### config.mk
export PLATFORM = sky130hd
export DESIGN_NAME = bpf_protect
export DESIGN_NICKNAME = d
export VERILOG_FILES = /design/src/design/bpf_pkg.sv /design/src/design/bpf_protect.sv
export VERILOG_INCLUDE_DIRS = /design/src /design/src/design
export SDC_FILE = /design/constraint.sdc
export NUM_CORES = 1
export LEC_CHECK = 0
export BUFFER_PORTS_ARGS = -buffer_cell sky130_fd_sc_hd__buf_2
export CAP_MARGIN = 20
export CORE_UTILIZATION = 55
export DETAILED_ROUTE_END_ITERATION = 8
export PLACE_DENSITY = 0.76
export SYNTH_ARGS = -nofsm -noshare
export SYNTH_HDL_FRONTEND = slang
export SYNTH_SLANG_ARGS = --single-unit
### constraint.sdc
create_clock -name aclk -period 6.7 [get_ports aclk]
set_input_delay 1.005 -clock aclk [delete_from_list [all_inputs] [get_ports aclk]]
set_output_delay 1.005 -clock aclk [all_outputs]
set_load 0.02 [all_outputs]
### src/design/bpf_regs.svh
// Summary of operation
// - Cell and sense pin inside all limits: charge and discharge switches both on.
// - Normal status: sense pull-up and pull-down resistors both disconnected.
// - Cell above overcharge level for detect delay: charge off, resistors disconnected.
// - Overcharged, sense below discharge overcurrent: release below overcharge release level.
// - Overcharged, sense at/above discharge overcurrent: release below overcharge detect level.
// - Cell below overdischarge level for detect delay: discharge switch off.
// - Overdischarge: pull-up to supply connected, pull-down disconnected.
// - Power-down option: overdischarge returns to normal only through charger connection.
// - Charger seen on sense pin: release overdischarge once cell exceeds overdischarge level.
// - No charger on sense pin: no release before cell exceeds overdischarge level.
// - Auto-wake, no charger: release after cell holds release level beyond release delay.
// - Sense in discharge overcurrent band for its delay: discharge switch off.
// - Sense at/above short level for short delay: discharge switch off.
// - Discharge overcurrent or short status: pull-down connected, pull-up disconnected.
// - Discharge overcurrent or short status released when sense pin returns near ground.
// - Sense at/below charge overcurrent level for its delay: charge switch off.
// - Without 0V charge permission, charge path stays blocked for a 0V cell.
// - Charger voltage above overvoltage detect level: charge switch off.
// - Charger voltage below overvoltage release level: charge switch back on.
// - Charger overvoltage detect and release act at once, no delay timer.
// - Power-down option: sleep from overdischarge, leave only on charger connection.
// - Auto-wake option: stay active, return to normal above overdischarge release level.
// - Overcharge detect delay 1000 ms; overdischarge detect delay 115 ms.
// - Discharge and charge overcurrent detect delays each 10 ms.
// - Short detect delay 360 us.
// - All four release delays 2 ms each.
`ifndef BPF_REGS_SVH
`define BPF_REGS_SVH
`define BPF_CLK_HZ            25000000
`define BPF_OC_DET_MS         1000
`define BPF_OD_DET_MS         115
`define BPF_DOC_DET_MS        10
`define BPF_COC_DET_MS        10
`define BPF_SHORT_DET_US      360
`define BPF_RELEASE_MS        2
`define BPF_CTRL_OFS          8'h00
`define BPF_STATUS_OFS        8'h04
`define BPF_EVENT_OFS         8'h08
`define BPF_CTRL_PDN_BIT      0
`define BPF_CTRL_ZV_BIT       1
`define BPF_CTRL_RESET        2'h0
`define BPF_ST_CODE_LSB       0
`define BPF_ST_DRIVE_LSB      4
`define BPF_ST_CHGOV_BIT      9
`define BPF_EV_OVERCHARGE     0
`define BPF_EV_OVERDISCHARGE  1
`define BPF_EV_DSG_OC         2
`define BPF_EV_SHORT          3
`define BPF_EV_CHG_OC         4
`define BPF_EV_CHG_OV         5
`define BPF_EV_SLEEP          6
`define BPF_EVENT_RESET       7'h00
`define BPF_RESP_OKAY         2'h0
`define BPF_RESP_SLVERR       2'h2
`endif

### src/design/bpf_pkg.sv
package bpf_pkg;
	// Qualified comparator decisions, all asynchronous to aclk
	typedef struct packed {
		logic cell_over_charge;
		logic cell_under_charge_release;
		logic cell_under_discharge;
		logic cell_over_discharge_release;
		logic sense_over_discharge_current;
		logic sense_over_short;
		logic sense_under_charge_current;
		logic sense_charger_present;
		logic sense_near_ground;
		logic charger_over_voltage;
		logic charger_under_release;
		logic cell_at_zero_volt;
	} bpf_cmp_type;

	typedef struct packed {
		logic sleep;
		logic sense_pulldown_resistor_en;
		logic sense_pullup_resistor_en;
		logic dsg_switch_en;
		logic chg_switch_en;
	} bpf_drive_type;

	typedef enum logic [2:0] {
		BPF_NORMAL,
		BPF_OVERCHARGE,
		BPF_OVERDISCHARGE,
		BPF_SLEEP,
		BPF_DSG_OC,
		BPF_CHG_OC
	} bpf_state_type;
endpackage

### src/design/bpf_protect.sv
`include "bpf_regs.svh"

// Counts while run is high, restarts from zero as soon as run drops
module bpf_delay_timer
	import bpf_pkg::*;
#(
	parameter int unsigned LIMIT = 1
)
(
	input  wire logic aclk,
	input  wire logic aresetn,
	input  wire logic run,
	output logic      expired
);
	localparam logic [24:0] LIM = 25'(LIMIT);
	logic [24:0] count_ff;
	logic [24:0] nxt_count;

	assign nxt_count = !run ? 25'h0000000 : (count_ff == LIM) ? count_ff : count_ff + 25'h0000001;
	assign expired   = run && (count_ff == LIM);

	always_ff @(posedge aclk)
	begin
		if (!aresetn)
			count_ff <= 25'h0000000;
		else
			count_ff <= nxt_count;
	end
endmodule

module bpf_protect
	import bpf_pkg::*;
#(
	parameter int unsigned OC_DET_CYC    = `BPF_OC_DET_MS * (`BPF_CLK_HZ / 1000),
	parameter int unsigned OD_DET_CYC    = `BPF_OD_DET_MS * (`BPF_CLK_HZ / 1000),
	parameter int unsigned DOC_DET_CYC   = `BPF_DOC_DET_MS * (`BPF_CLK_HZ / 1000),
	parameter int unsigned COC_DET_CYC   = `BPF_COC_DET_MS * (`BPF_CLK_HZ / 1000),
	parameter int unsigned SHORT_DET_CYC = `BPF_SHORT_DET_US * (`BPF_CLK_HZ / 1000000),
	parameter int unsigned RELEASE_CYC   = `BPF_RELEASE_MS * (`BPF_CLK_HZ / 1000)
)
(
	input  wire logic        aclk,
	input  wire logic        aresetn,
	input  wire bpf_cmp_type cmp,
	output bpf_drive_type    drive,
	input  wire logic [31:0] awaddr,
	input  wire logic        awvalid,
	output logic             awready,
	input  wire logic [31:0] wdata,
	input  wire logic [3:0]  wstrb,
	input  wire logic        wvalid,
	output logic             wready,
	output logic [1:0]       bresp,
	output logic             bvalid,
	input  wire logic        bready,
	input  wire logic [31:0] araddr,
	input  wire logic        arvalid,
	output logic             arready,
	output logic [31:0]      rdata,
	output logic [1:0]       rresp,
	output logic             rvalid,
	input  wire logic        rready
);
	bpf_cmp_type   cmp_meta_ff;
	bpf_cmp_type   cs_ff;
	bpf_state_type state_ff;
	bpf_state_type nxt_state;
	bpf_drive_type drive_ff;
	bpf_drive_type nxt_drive;
	logic          chg_ov_ff;
	logic          nxt_chg_ov;
	logic [1:0]    ctrl_ff;
	logic [6:0]    event_ff;
	logic [6:0]    nxt_event;
	logic [6:0]    event_set;

	// Comparator decisions are two-flop synchronised before any use
	always_ff @(posedge aclk)
	begin
		if (!aresetn)
		begin
			cmp_meta_ff <= '0;
			cs_ff       <= '0;
		end
		else
		begin
			cmp_meta_ff <= cmp;
			cs_ff       <= cmp_meta_ff;
		end
	end

	wire power_down_opt = ctrl_ff[`BPF_CTRL_PDN_BIT];
	wire zero_volt_ok   = ctrl_ff[`BPF_CTRL_ZV_BIT];
	wire in_normal      = (state_ff == BPF_NORMAL);

	wire oc_det_run    = in_normal && cs_ff.cell_over_charge;
	wire od_det_run    = in_normal && cs_ff.cell_under_discharge;
	wire short_det_run = in_normal && cs_ff.sense_over_short;
	wire doc_det_run   = in_normal && cs_ff.sense_over_discharge_current && !cs_ff.sense_over_short;
	wire coc_det_run   = in_normal && cs_ff.sense_under_charge_current;
	wire oc_rel_cond   = cs_ff.sense_over_discharge_current ? !cs_ff.cell_over_charge
	                                                        : cs_ff.cell_under_charge_release;
	wire oc_rel_run    = (state_ff == BPF_OVERCHARGE) && oc_rel_cond;
	wire od_rel_run    = (state_ff == BPF_OVERDISCHARGE) && !power_down_opt
	                     && !cs_ff.sense_charger_present && cs_ff.cell_over_discharge_release;
	wire doc_rel_run   = (state_ff == BPF_DSG_OC) && cs_ff.sense_near_ground;
	wire coc_rel_run   = (state_ff == BPF_CHG_OC) && !cs_ff.sense_under_charge_current;
	wire charger_wake  = cs_ff.sense_charger_present && !cs_ff.cell_under_discharge;
	wire zero_volt_blk = !zero_volt_ok && cs_ff.cell_at_zero_volt;

	wire oc_det_done;
	wire od_det_done;
	wire short_det_done;
	wire doc_det_done;
	wire coc_det_done;
	wire oc_rel_done;
	wire od_rel_done;
	wire doc_rel_done;
	wire coc_rel_done;

	bpf_delay_timer #(.LIMIT(OC_DET_CYC)) u_oc_det
	(
		.aclk    (aclk),
		.aresetn (aresetn),
		.run     (oc_det_run),
		.expired (oc_det_done)
	);
	bpf_delay_timer #(.LIMIT(OD_DET_CYC)) u_od_det
	(
		.aclk    (aclk),
		.aresetn (aresetn),
		.run     (od_det_run),
		.expired (od_det_done)
	);
	bpf_delay_timer #(.LIMIT(SHORT_DET_CYC)) u_short_det
	(
		.aclk    (aclk),
		.aresetn (aresetn),
		.run     (short_det_run),
		.expired (short_det_done)
	);
	bpf_delay_timer #(.LIMIT(DOC_DET_CYC)) u_doc_det
	(
		.aclk    (aclk),
		.aresetn (aresetn),
		.run     (doc_det_run),
		.expired (doc_det_done)
	);
	bpf_delay_timer #(.LIMIT(COC_DET_CYC)) u_coc_det
	(
		.aclk    (aclk),
		.aresetn (aresetn),
		.run     (coc_det_run),
		.expired (coc_det_done)
	);
	bpf_delay_timer #(.LIMIT(RELEASE_CYC)) u_oc_rel
	(
		.aclk    (aclk),
		.aresetn (aresetn),
		.run     (oc_rel_run),
		.expired (oc_rel_done)
	);
	bpf_delay_timer #(.LIMIT(RELEASE_CYC)) u_od_rel
	(
		.aclk    (aclk),
		.aresetn (aresetn),
		.run     (od_rel_run),
		.expired (od_rel_done)
	);
	bpf_delay_timer #(.LIMIT(RELEASE_CYC)) u_doc_rel
	(
		.aclk    (aclk),
		.aresetn (aresetn),
		.run     (doc_rel_run),
		.expired (doc_rel_done)
	);
	bpf_delay_timer #(.LIMIT(RELEASE_CYC)) u_coc_rel
	(
		.aclk    (aclk),
		.aresetn (aresetn),
		.run     (coc_rel_run),
		.expired (coc_rel_done)
	);

	// Protection state; short outranks discharge overcurrent, then overcharge, then charge overcurrent, then overdischarge
	always_comb
	begin
		nxt_state = state_ff;
		case (state_ff)
			BPF_NORMAL:
			begin
				if (short_det_done)
					nxt_state = BPF_DSG_OC;
				else if (doc_det_done)
					nxt_state = BPF_DSG_OC;
				else if (oc_det_done)
					nxt_state = BPF_OVERCHARGE;
				else if (coc_det_done)
					nxt_state = BPF_CHG_OC;
				else if (od_det_done)
					nxt_state = BPF_OVERDISCHARGE;
			end
			BPF_OVERCHARGE:
			begin
				if (oc_rel_done)
					nxt_state = BPF_NORMAL;
			end
			BPF_OVERDISCHARGE:
			begin
				if (charger_wake)
					nxt_state = BPF_NORMAL;
				else if (power_down_opt)
					nxt_state = BPF_SLEEP;
				else if (od_rel_done)
					nxt_state = BPF_NORMAL;
			end
			BPF_SLEEP:
			begin
				if (charger_wake)
					nxt_state = BPF_NORMAL;
			end
			BPF_DSG_OC:
			begin
				if (doc_rel_done)
					nxt_state = BPF_NORMAL;
			end
			BPF_CHG_OC:
			begin
				if (coc_rel_done)
					nxt_state = BPF_NORMAL;
			end
			default:
				nxt_state = BPF_NORMAL;
		endcase
	end

	// Charger overvoltage latch, no qualifying delay; detect wins over release
	assign nxt_chg_ov = cs_ff.charger_over_voltage ? 1'b1 :
	                    cs_ff.charger_under_release ? 1'b0 : chg_ov_ff;

	always_comb
	begin
		nxt_drive.chg_switch_en = (nxt_state != BPF_OVERCHARGE) && (nxt_state != BPF_CHG_OC)
		                          && !nxt_chg_ov && !zero_volt_blk;
		nxt_drive.dsg_switch_en = (nxt_state == BPF_NORMAL) || (nxt_state == BPF_OVERCHARGE)
		                          || (nxt_state == BPF_CHG_OC);
		nxt_drive.sense_pullup_resistor_en = (nxt_state == BPF_OVERDISCHARGE)
		                                     || (nxt_state == BPF_SLEEP);
		nxt_drive.sense_pulldown_resistor_en = (nxt_state == BPF_DSG_OC);
		nxt_drive.sleep = (nxt_state == BPF_SLEEP);
	end

	always_ff @(posedge aclk)
	begin
		if (!aresetn)
		begin
			state_ff  <= BPF_NORMAL;
			drive_ff  <= '0;
			chg_ov_ff <= 1'b0;
		end
		else
		begin
			state_ff  <= nxt_state;
			drive_ff  <= nxt_drive;
			chg_ov_ff <= nxt_chg_ov;
		end
	end

	assign drive = drive_ff;

	// Sticky event bits, raised on entry to each status
	wire entering = (nxt_state != state_ff);
	assign event_set[`BPF_EV_OVERCHARGE]    = entering && (nxt_state == BPF_OVERCHARGE);
	assign event_set[`BPF_EV_OVERDISCHARGE] = entering && (nxt_state == BPF_OVERDISCHARGE);
	assign event_set[`BPF_EV_DSG_OC]        = entering && (nxt_state == BPF_DSG_OC) && !short_det_done;
	assign event_set[`BPF_EV_SHORT]         = entering && (nxt_state == BPF_DSG_OC) && short_det_done;
	assign event_set[`BPF_EV_CHG_OC]        = entering && (nxt_state == BPF_CHG_OC);
	assign event_set[`BPF_EV_CHG_OV]        = nxt_chg_ov && !chg_ov_ff;
	assign event_set[`BPF_EV_SLEEP]         = entering && (nxt_state == BPF_SLEEP);

	// AXI4-Lite slave: address and data are taken independently, then written together
	logic        aw_held_ff;
	logic        w_held_ff;
	logic [7:0]  waddr_ff;
	logic [31:0] wdata_ff;
	logic [3:0]  wstrb_ff;
	logic        awready_ff;
	logic        wready_ff;
	logic        bvalid_ff;
	logic [1:0]  bresp_ff;
	logic        arready_ff;
	logic        rvalid_ff;
	logic [31:0] rdata_ff;
	logic [1:0]  rresp_ff;

	wire aw_fire  = awvalid && awready_ff;
	wire w_fire   = wvalid && wready_ff;
	wire wr_fire  = aw_held_ff && w_held_ff && !bvalid_ff;
	wire b_done   = bvalid_ff && bready;
	wire ar_fire  = arvalid && arready_ff;
	wire r_done   = rvalid_ff && rready;
	wire nxt_aw_held = wr_fire ? 1'b0 : (aw_held_ff || aw_fire);
	wire nxt_w_held  = wr_fire ? 1'b0 : (w_held_ff || w_fire);
	wire nxt_bvalid  = wr_fire || (bvalid_ff && !bready);
	wire nxt_rvalid  = ar_fire || (rvalid_ff && !rready);

	wire wr_ctrl   = wr_fire && (waddr_ff == `BPF_CTRL_OFS);
	wire wr_event  = wr_fire && (waddr_ff == `BPF_EVENT_OFS);
	wire wr_mapped = wr_ctrl || wr_event || (waddr_ff == `BPF_STATUS_OFS);
	wire [6:0] ev_clear = (wr_event && wstrb_ff[0]) ? wdata_ff[6:0] : 7'h00;
	assign nxt_event = (event_ff & ~ev_clear) | event_set;

	wire [7:0] raddr = araddr[7:0];
	wire [31:0] status_word = {22'h000000, chg_ov_ff, drive_ff, 1'b0, state_ff};
	wire rd_ctrl   = (araddr[31:8] == 24'h000000) && (raddr == `BPF_CTRL_OFS);
	wire rd_status = (araddr[31:8] == 24'h000000) && (raddr == `BPF_STATUS_OFS);
	wire rd_event  = (araddr[31:8] == 24'h000000) && (raddr == `BPF_EVENT_OFS);
	wire [31:0] rd_mux = rd_ctrl   ? {30'h00000000, ctrl_ff} :
	                     rd_status ? status_word :
	                     rd_event  ? {25'h0000000, event_ff} : 32'h00000000;
	wire rd_ok = rd_ctrl || rd_status || rd_event;

	always_ff @(posedge aclk)
	begin
		if (!aresetn)
		begin
			aw_held_ff <= 1'b0;
			w_held_ff  <= 1'b0;
			awready_ff <= 1'b0;
			wready_ff  <= 1'b0;
			bvalid_ff  <= 1'b0;
			arready_ff <= 1'b0;
			rvalid_ff  <= 1'b0;
		end
		else
		begin
			aw_held_ff <= nxt_aw_held;
			w_held_ff  <= nxt_w_held;
			awready_ff <= !nxt_aw_held;
			wready_ff  <= !nxt_w_held;
			bvalid_ff  <= nxt_bvalid;
			arready_ff <= !nxt_rvalid;
			rvalid_ff  <= nxt_rvalid;
		end
	end

	always_ff @(posedge aclk)
	begin
		if (!aresetn)
		begin
			waddr_ff <= 8'h00;
			wdata_ff <= 32'h00000000;
			wstrb_ff <= 4'h0;
			bresp_ff <= `BPF_RESP_OKAY;
			rdata_ff <= 32'h00000000;
			rresp_ff <= `BPF_RESP_OKAY;
		end
		else
		begin
			if (aw_fire)
				waddr_ff <= (awaddr[31:8] == 24'h000000) ? awaddr[7:0] : 8'hff;
			if (w_fire)
			begin
				wdata_ff <= wdata;
				wstrb_ff <= wstrb;
			end
			if (wr_fire)
				bresp_ff <= wr_mapped ? `BPF_RESP_OKAY : `BPF_RESP_SLVERR;
			if (ar_fire)
			begin
				rdata_ff <= rd_mux;
				rresp_ff <= rd_ok ? `BPF_RESP_OKAY : `BPF_RESP_SLVERR;
			end
		end
	end

	// Option bits and sticky events; a new event wins over a clear in the same cycle
	always_ff @(posedge aclk)
	begin
		if (!aresetn)
		begin
			ctrl_ff  <= `BPF_CTRL_RESET;
			event_ff <= `BPF_EVENT_RESET;
		end
		else
		begin
			if (wr_ctrl && wstrb_ff[0])
				ctrl_ff <= wdata_ff[1:0];
			event_ff <= nxt_event;
		end
	end

	assign awready = awready_ff;
	assign wready  = wready_ff;
	assign bvalid  = bvalid_ff;
	assign bresp   = bresp_ff;
	assign arready = arready_ff;
	assign rvalid  = rvalid_ff;
	assign rdata   = rdata_ff;
	assign rresp   = rresp_ff;
endmodule

==> results.py <==
metrics = {
    "synth": {
        "postSynthAreaPerCell_um2": 8.67,
        "synth_top_area_share_pct": 45.3,
        "synth_warnings": 0,
        "ys_seq_elements": 302,
        "synthCells": 1539,
        "yosysMostFrequentCell": "dfxtp_1",
        "synth.area.top_cells": "dfxtp_1 (45%), xor2_1 (8.1%), nor2_1 (7.3%)",
        "synth_commonest_cells": "dfxtp_1 (302), nor2_1 (259), xor2_1 (123), nand2_1 (113), nand3_1 (108)",
        "ys_types": 59,
        "synthArstFlopShare_pct": 0,
        "ys.flop_type": "dfxtp_1",
        "syn_area_um2": 13300,
        "synth_edf_count": 0,
        "synth_top_area_cell": "dfxtp_1",
        "seq_area_frac_synth_pct": 45.3,
    },
    "pwr": {
        "p_leak_nw": 5.24,
        "peakVddDrop_mv": 0.160,
        "power_density_nw_per_um2": 246,
        "power.total_w": 0.00374,
    },
    "route": {
        "ant_nets": 0,
        "post_drt_wl_per_cell_um": 13.9,
        "vias": 10850,
        "wl_met2_um": 12800,
        "top_layer_used": "met4",
        "drt_wl_total_um": 27600,
        "wl_met3_um": 1510,
        "wl_met1_um": 12800,
        "drc_errors": 0,
        "vias_per_cell": 5.46,
        "drt-pass1-iter-count": 5,
        "drt_iter0_markers": 702,
    },
    "die": {
        "start_util_pct": 56.5,
        "die_area_um2": 24900,
        "row_count": 56,
        "die_h_um": 158,
        "fp.coreArea_um2": 23600,
        "io_pins": 165,
        "die_width_um": 158,
    },
    "worst_setup_path": {
        "max_stage_delay_ns": 0.73,
        "crit_path_frequent_cell": "nor4b_1",
        "cp_data_arrival_time_ns": 3.33,
        "critPathCaptureType": "flop",
        "startpoint_type": "flop",
        "cpMaxStageDelayCell": "nor4b_1",
        "worstSetupPathType": "flop to flop",
        "worstPathRequired_ns": 7.14,
        "cp_max_fo": 6,
        "rrSetupSlack_ns": 3.81,
        "path_cells": "inv_1 > ha_1 > nor4b_1 > nand4_1 > nor4b_1 > o22ai_1 > a31oi_1 > nor3_1 > a31o_2",
    },
    "cells_and_area": {
        "final_net_count": 1780,
        "final_util_pct": 64.3,
        "drive_above_1_share_pct": 11.6,
        "antenna_cells": 0,
        "area_delta_synth_final_pct": 13.7,
    },
    "clocking": {
        "cts_buffers": 31,
        "cts_tree": "yes",
        "cts_setup_buffers": 0,
        "hold_buffers": 0,
        "clkSinkCount": 302,
        "clock_path_buffers": 3,
        "htreeDepth": 1,
        "cts_root_buf": "clkbuf_16",
        "cts_resized": 0,
        "clk_pin_slew_ns": 0.06,
        "clkLatencyLatePin_ns": 0.55,
    },
    "grt": {
        "overflow": 0,
        "grt_pass1_vias": 9881,
        "grt_pass1_wl_um": 45600,
        "grtUsageTotal_pct": 22.2,
        "antenna_found_initial": 0,
        "grt_max_degree": 49,
    },
    "timing": {
        "period_needed_ns": 2.89,
        "finalHoldViolations": 0,
        "tightestPinTransition_ns": 0.985,
        "setup_tns_ns": 0,
        "relSlewSlack_pct": 34.2,
        "finalClockSkew_ns": 0.0101,
        "rsz0062_at_grt": "no",
        "setup_slack_ns": 3.81,
        "maxSlewViolCount": 0,
        "post-route-period-util_pct": 43.2,
        "fmax_mhz": 346,
        "setup_viol_count_final": 0,
    },
    "placed_design": {
        "port_buffers": 112,
        "place.gp.congestion": 0.819,
        "dp_hpwl_um": 19300,
        "dp_slack_ns": 3.67,
    },
    "outcome": {
        "outcome": "finished clean",
    },
    "worst_hold_path": {
        "hold_path_class": "flop to flop",
    },
    "run": {
        "drv_cap": 0,
    },
}
logic make-up (layout without fill, tap and decap cells):
kind of cell	after synthesis	after routing	synth area share, %
xor+xnor	187	187	12.3
mux	12	12	0.909
buf+inv	102	207	3.61
simple gates	791	791	30.3
compound gates	126	126	5.91
flops	302	302	45.3
fa+ha+maj	18	18	1.69
other cells	1	24	0.0281
per-stage QoR:
stage | std cells | area [um^2] | hold slack, ns
floorplan | 1562 | 13400 | 0.412
global placement | 1928 | 14100 | 0.416
detailed placement | 1929 | 14100 | 0.417
CTS | 1986 | 15200 | 0.428
global route | 1986 | 15200 | 0.449
finish | 1986 | 15200 | 0.429
cells in the final DEF (no fill, tap or decap), types with 10 or more instances in the layout:
master     synthesis  routed
a21oi_1           51      51
and2_1            40      40
and3_1            39      39
and4_1            22      22
buf_2              1     112
clkbuf_16          0      31
clkbuf_8           0      10
conb_1             1      24
dfxtp_1          302     302
ha_1              18      18
inv_1             35      35
mux2i_1           11      11
nand2_1          113     113
nand3_1          108     108
nand4_1           48      48
nor2_1           259     259
nor2b_1           13      13
nor3_1            31      31
nor4_1            31      31
nor4b_1           18      18
o21ai_0           35      35
or3_1             33      33
xnor2_1           64      64
xor2_1           123     123
state kept, by name, summed over array words and instances, names as in the netlist, 12 cells and up:
signal	cells
u_od_det.count_ff	25
u_oc_det.count_ff	25
u_coc_det.count_ff	25
u_doc_det.count_ff	25
u_od_rel.count_ff	25
u_doc_rel.count_ff	25
u_short_det.count_ff	25
u_coc_rel.count_ff	25
cs_ff	12
cmp_meta_ff	12
u_oc_rel.count_ff	25
layer usage:
layer	vias up	GRT usage [%]
met5	-	0
met1	5061	29.6
met3	35	3.09
li1	5476	-
met4	0	5.64
met2	278	37.7
power breakdown:
group	internal (W)	leakage, nW	switching (W)
Sequential	0.00181	2.44	0.0000136
Combinational	0.0000390	2.25	0.0000595
Clock	0.00111	0.542	0.000697
Total	0.00297	5.24	0.000770
critical path, delay by kind of cell (launching register included):
kind	cells	cell delay, ns
buffers and inverters	1	0.09
and+or+nand+nor	4	1.35
adders and majority gates	1	0.14
AOI/OAI and AO/OA	3	0.88
DFF	1	0.33
final timing paths:
path,cells past startpoint,startpoint,endpoint
worst max-delay path,9,u_oc_rel.count_ff[0],event_ff[4]
worst min-delay path,1,cmp_meta_ff[11],cs_ff[11]
worst min register to register,1,cmp_meta_ff[11],cs_ff[11]
worst max register to register,9,u_oc_rel.count_ff[0],event_ff[4]
layout make-up:
cell class / count / area (um^2)
tap: 319 / 399
inverter: 35 / 131
clock buffer: 45 / 928
timing repair buffer: 115 / 591
sequential: 302 / 6050
fill: 1978 / 8440
multi-input combinational: 1158 / 6910
clock inverter: 12 / 176
(Power assumes the default switching activity.)
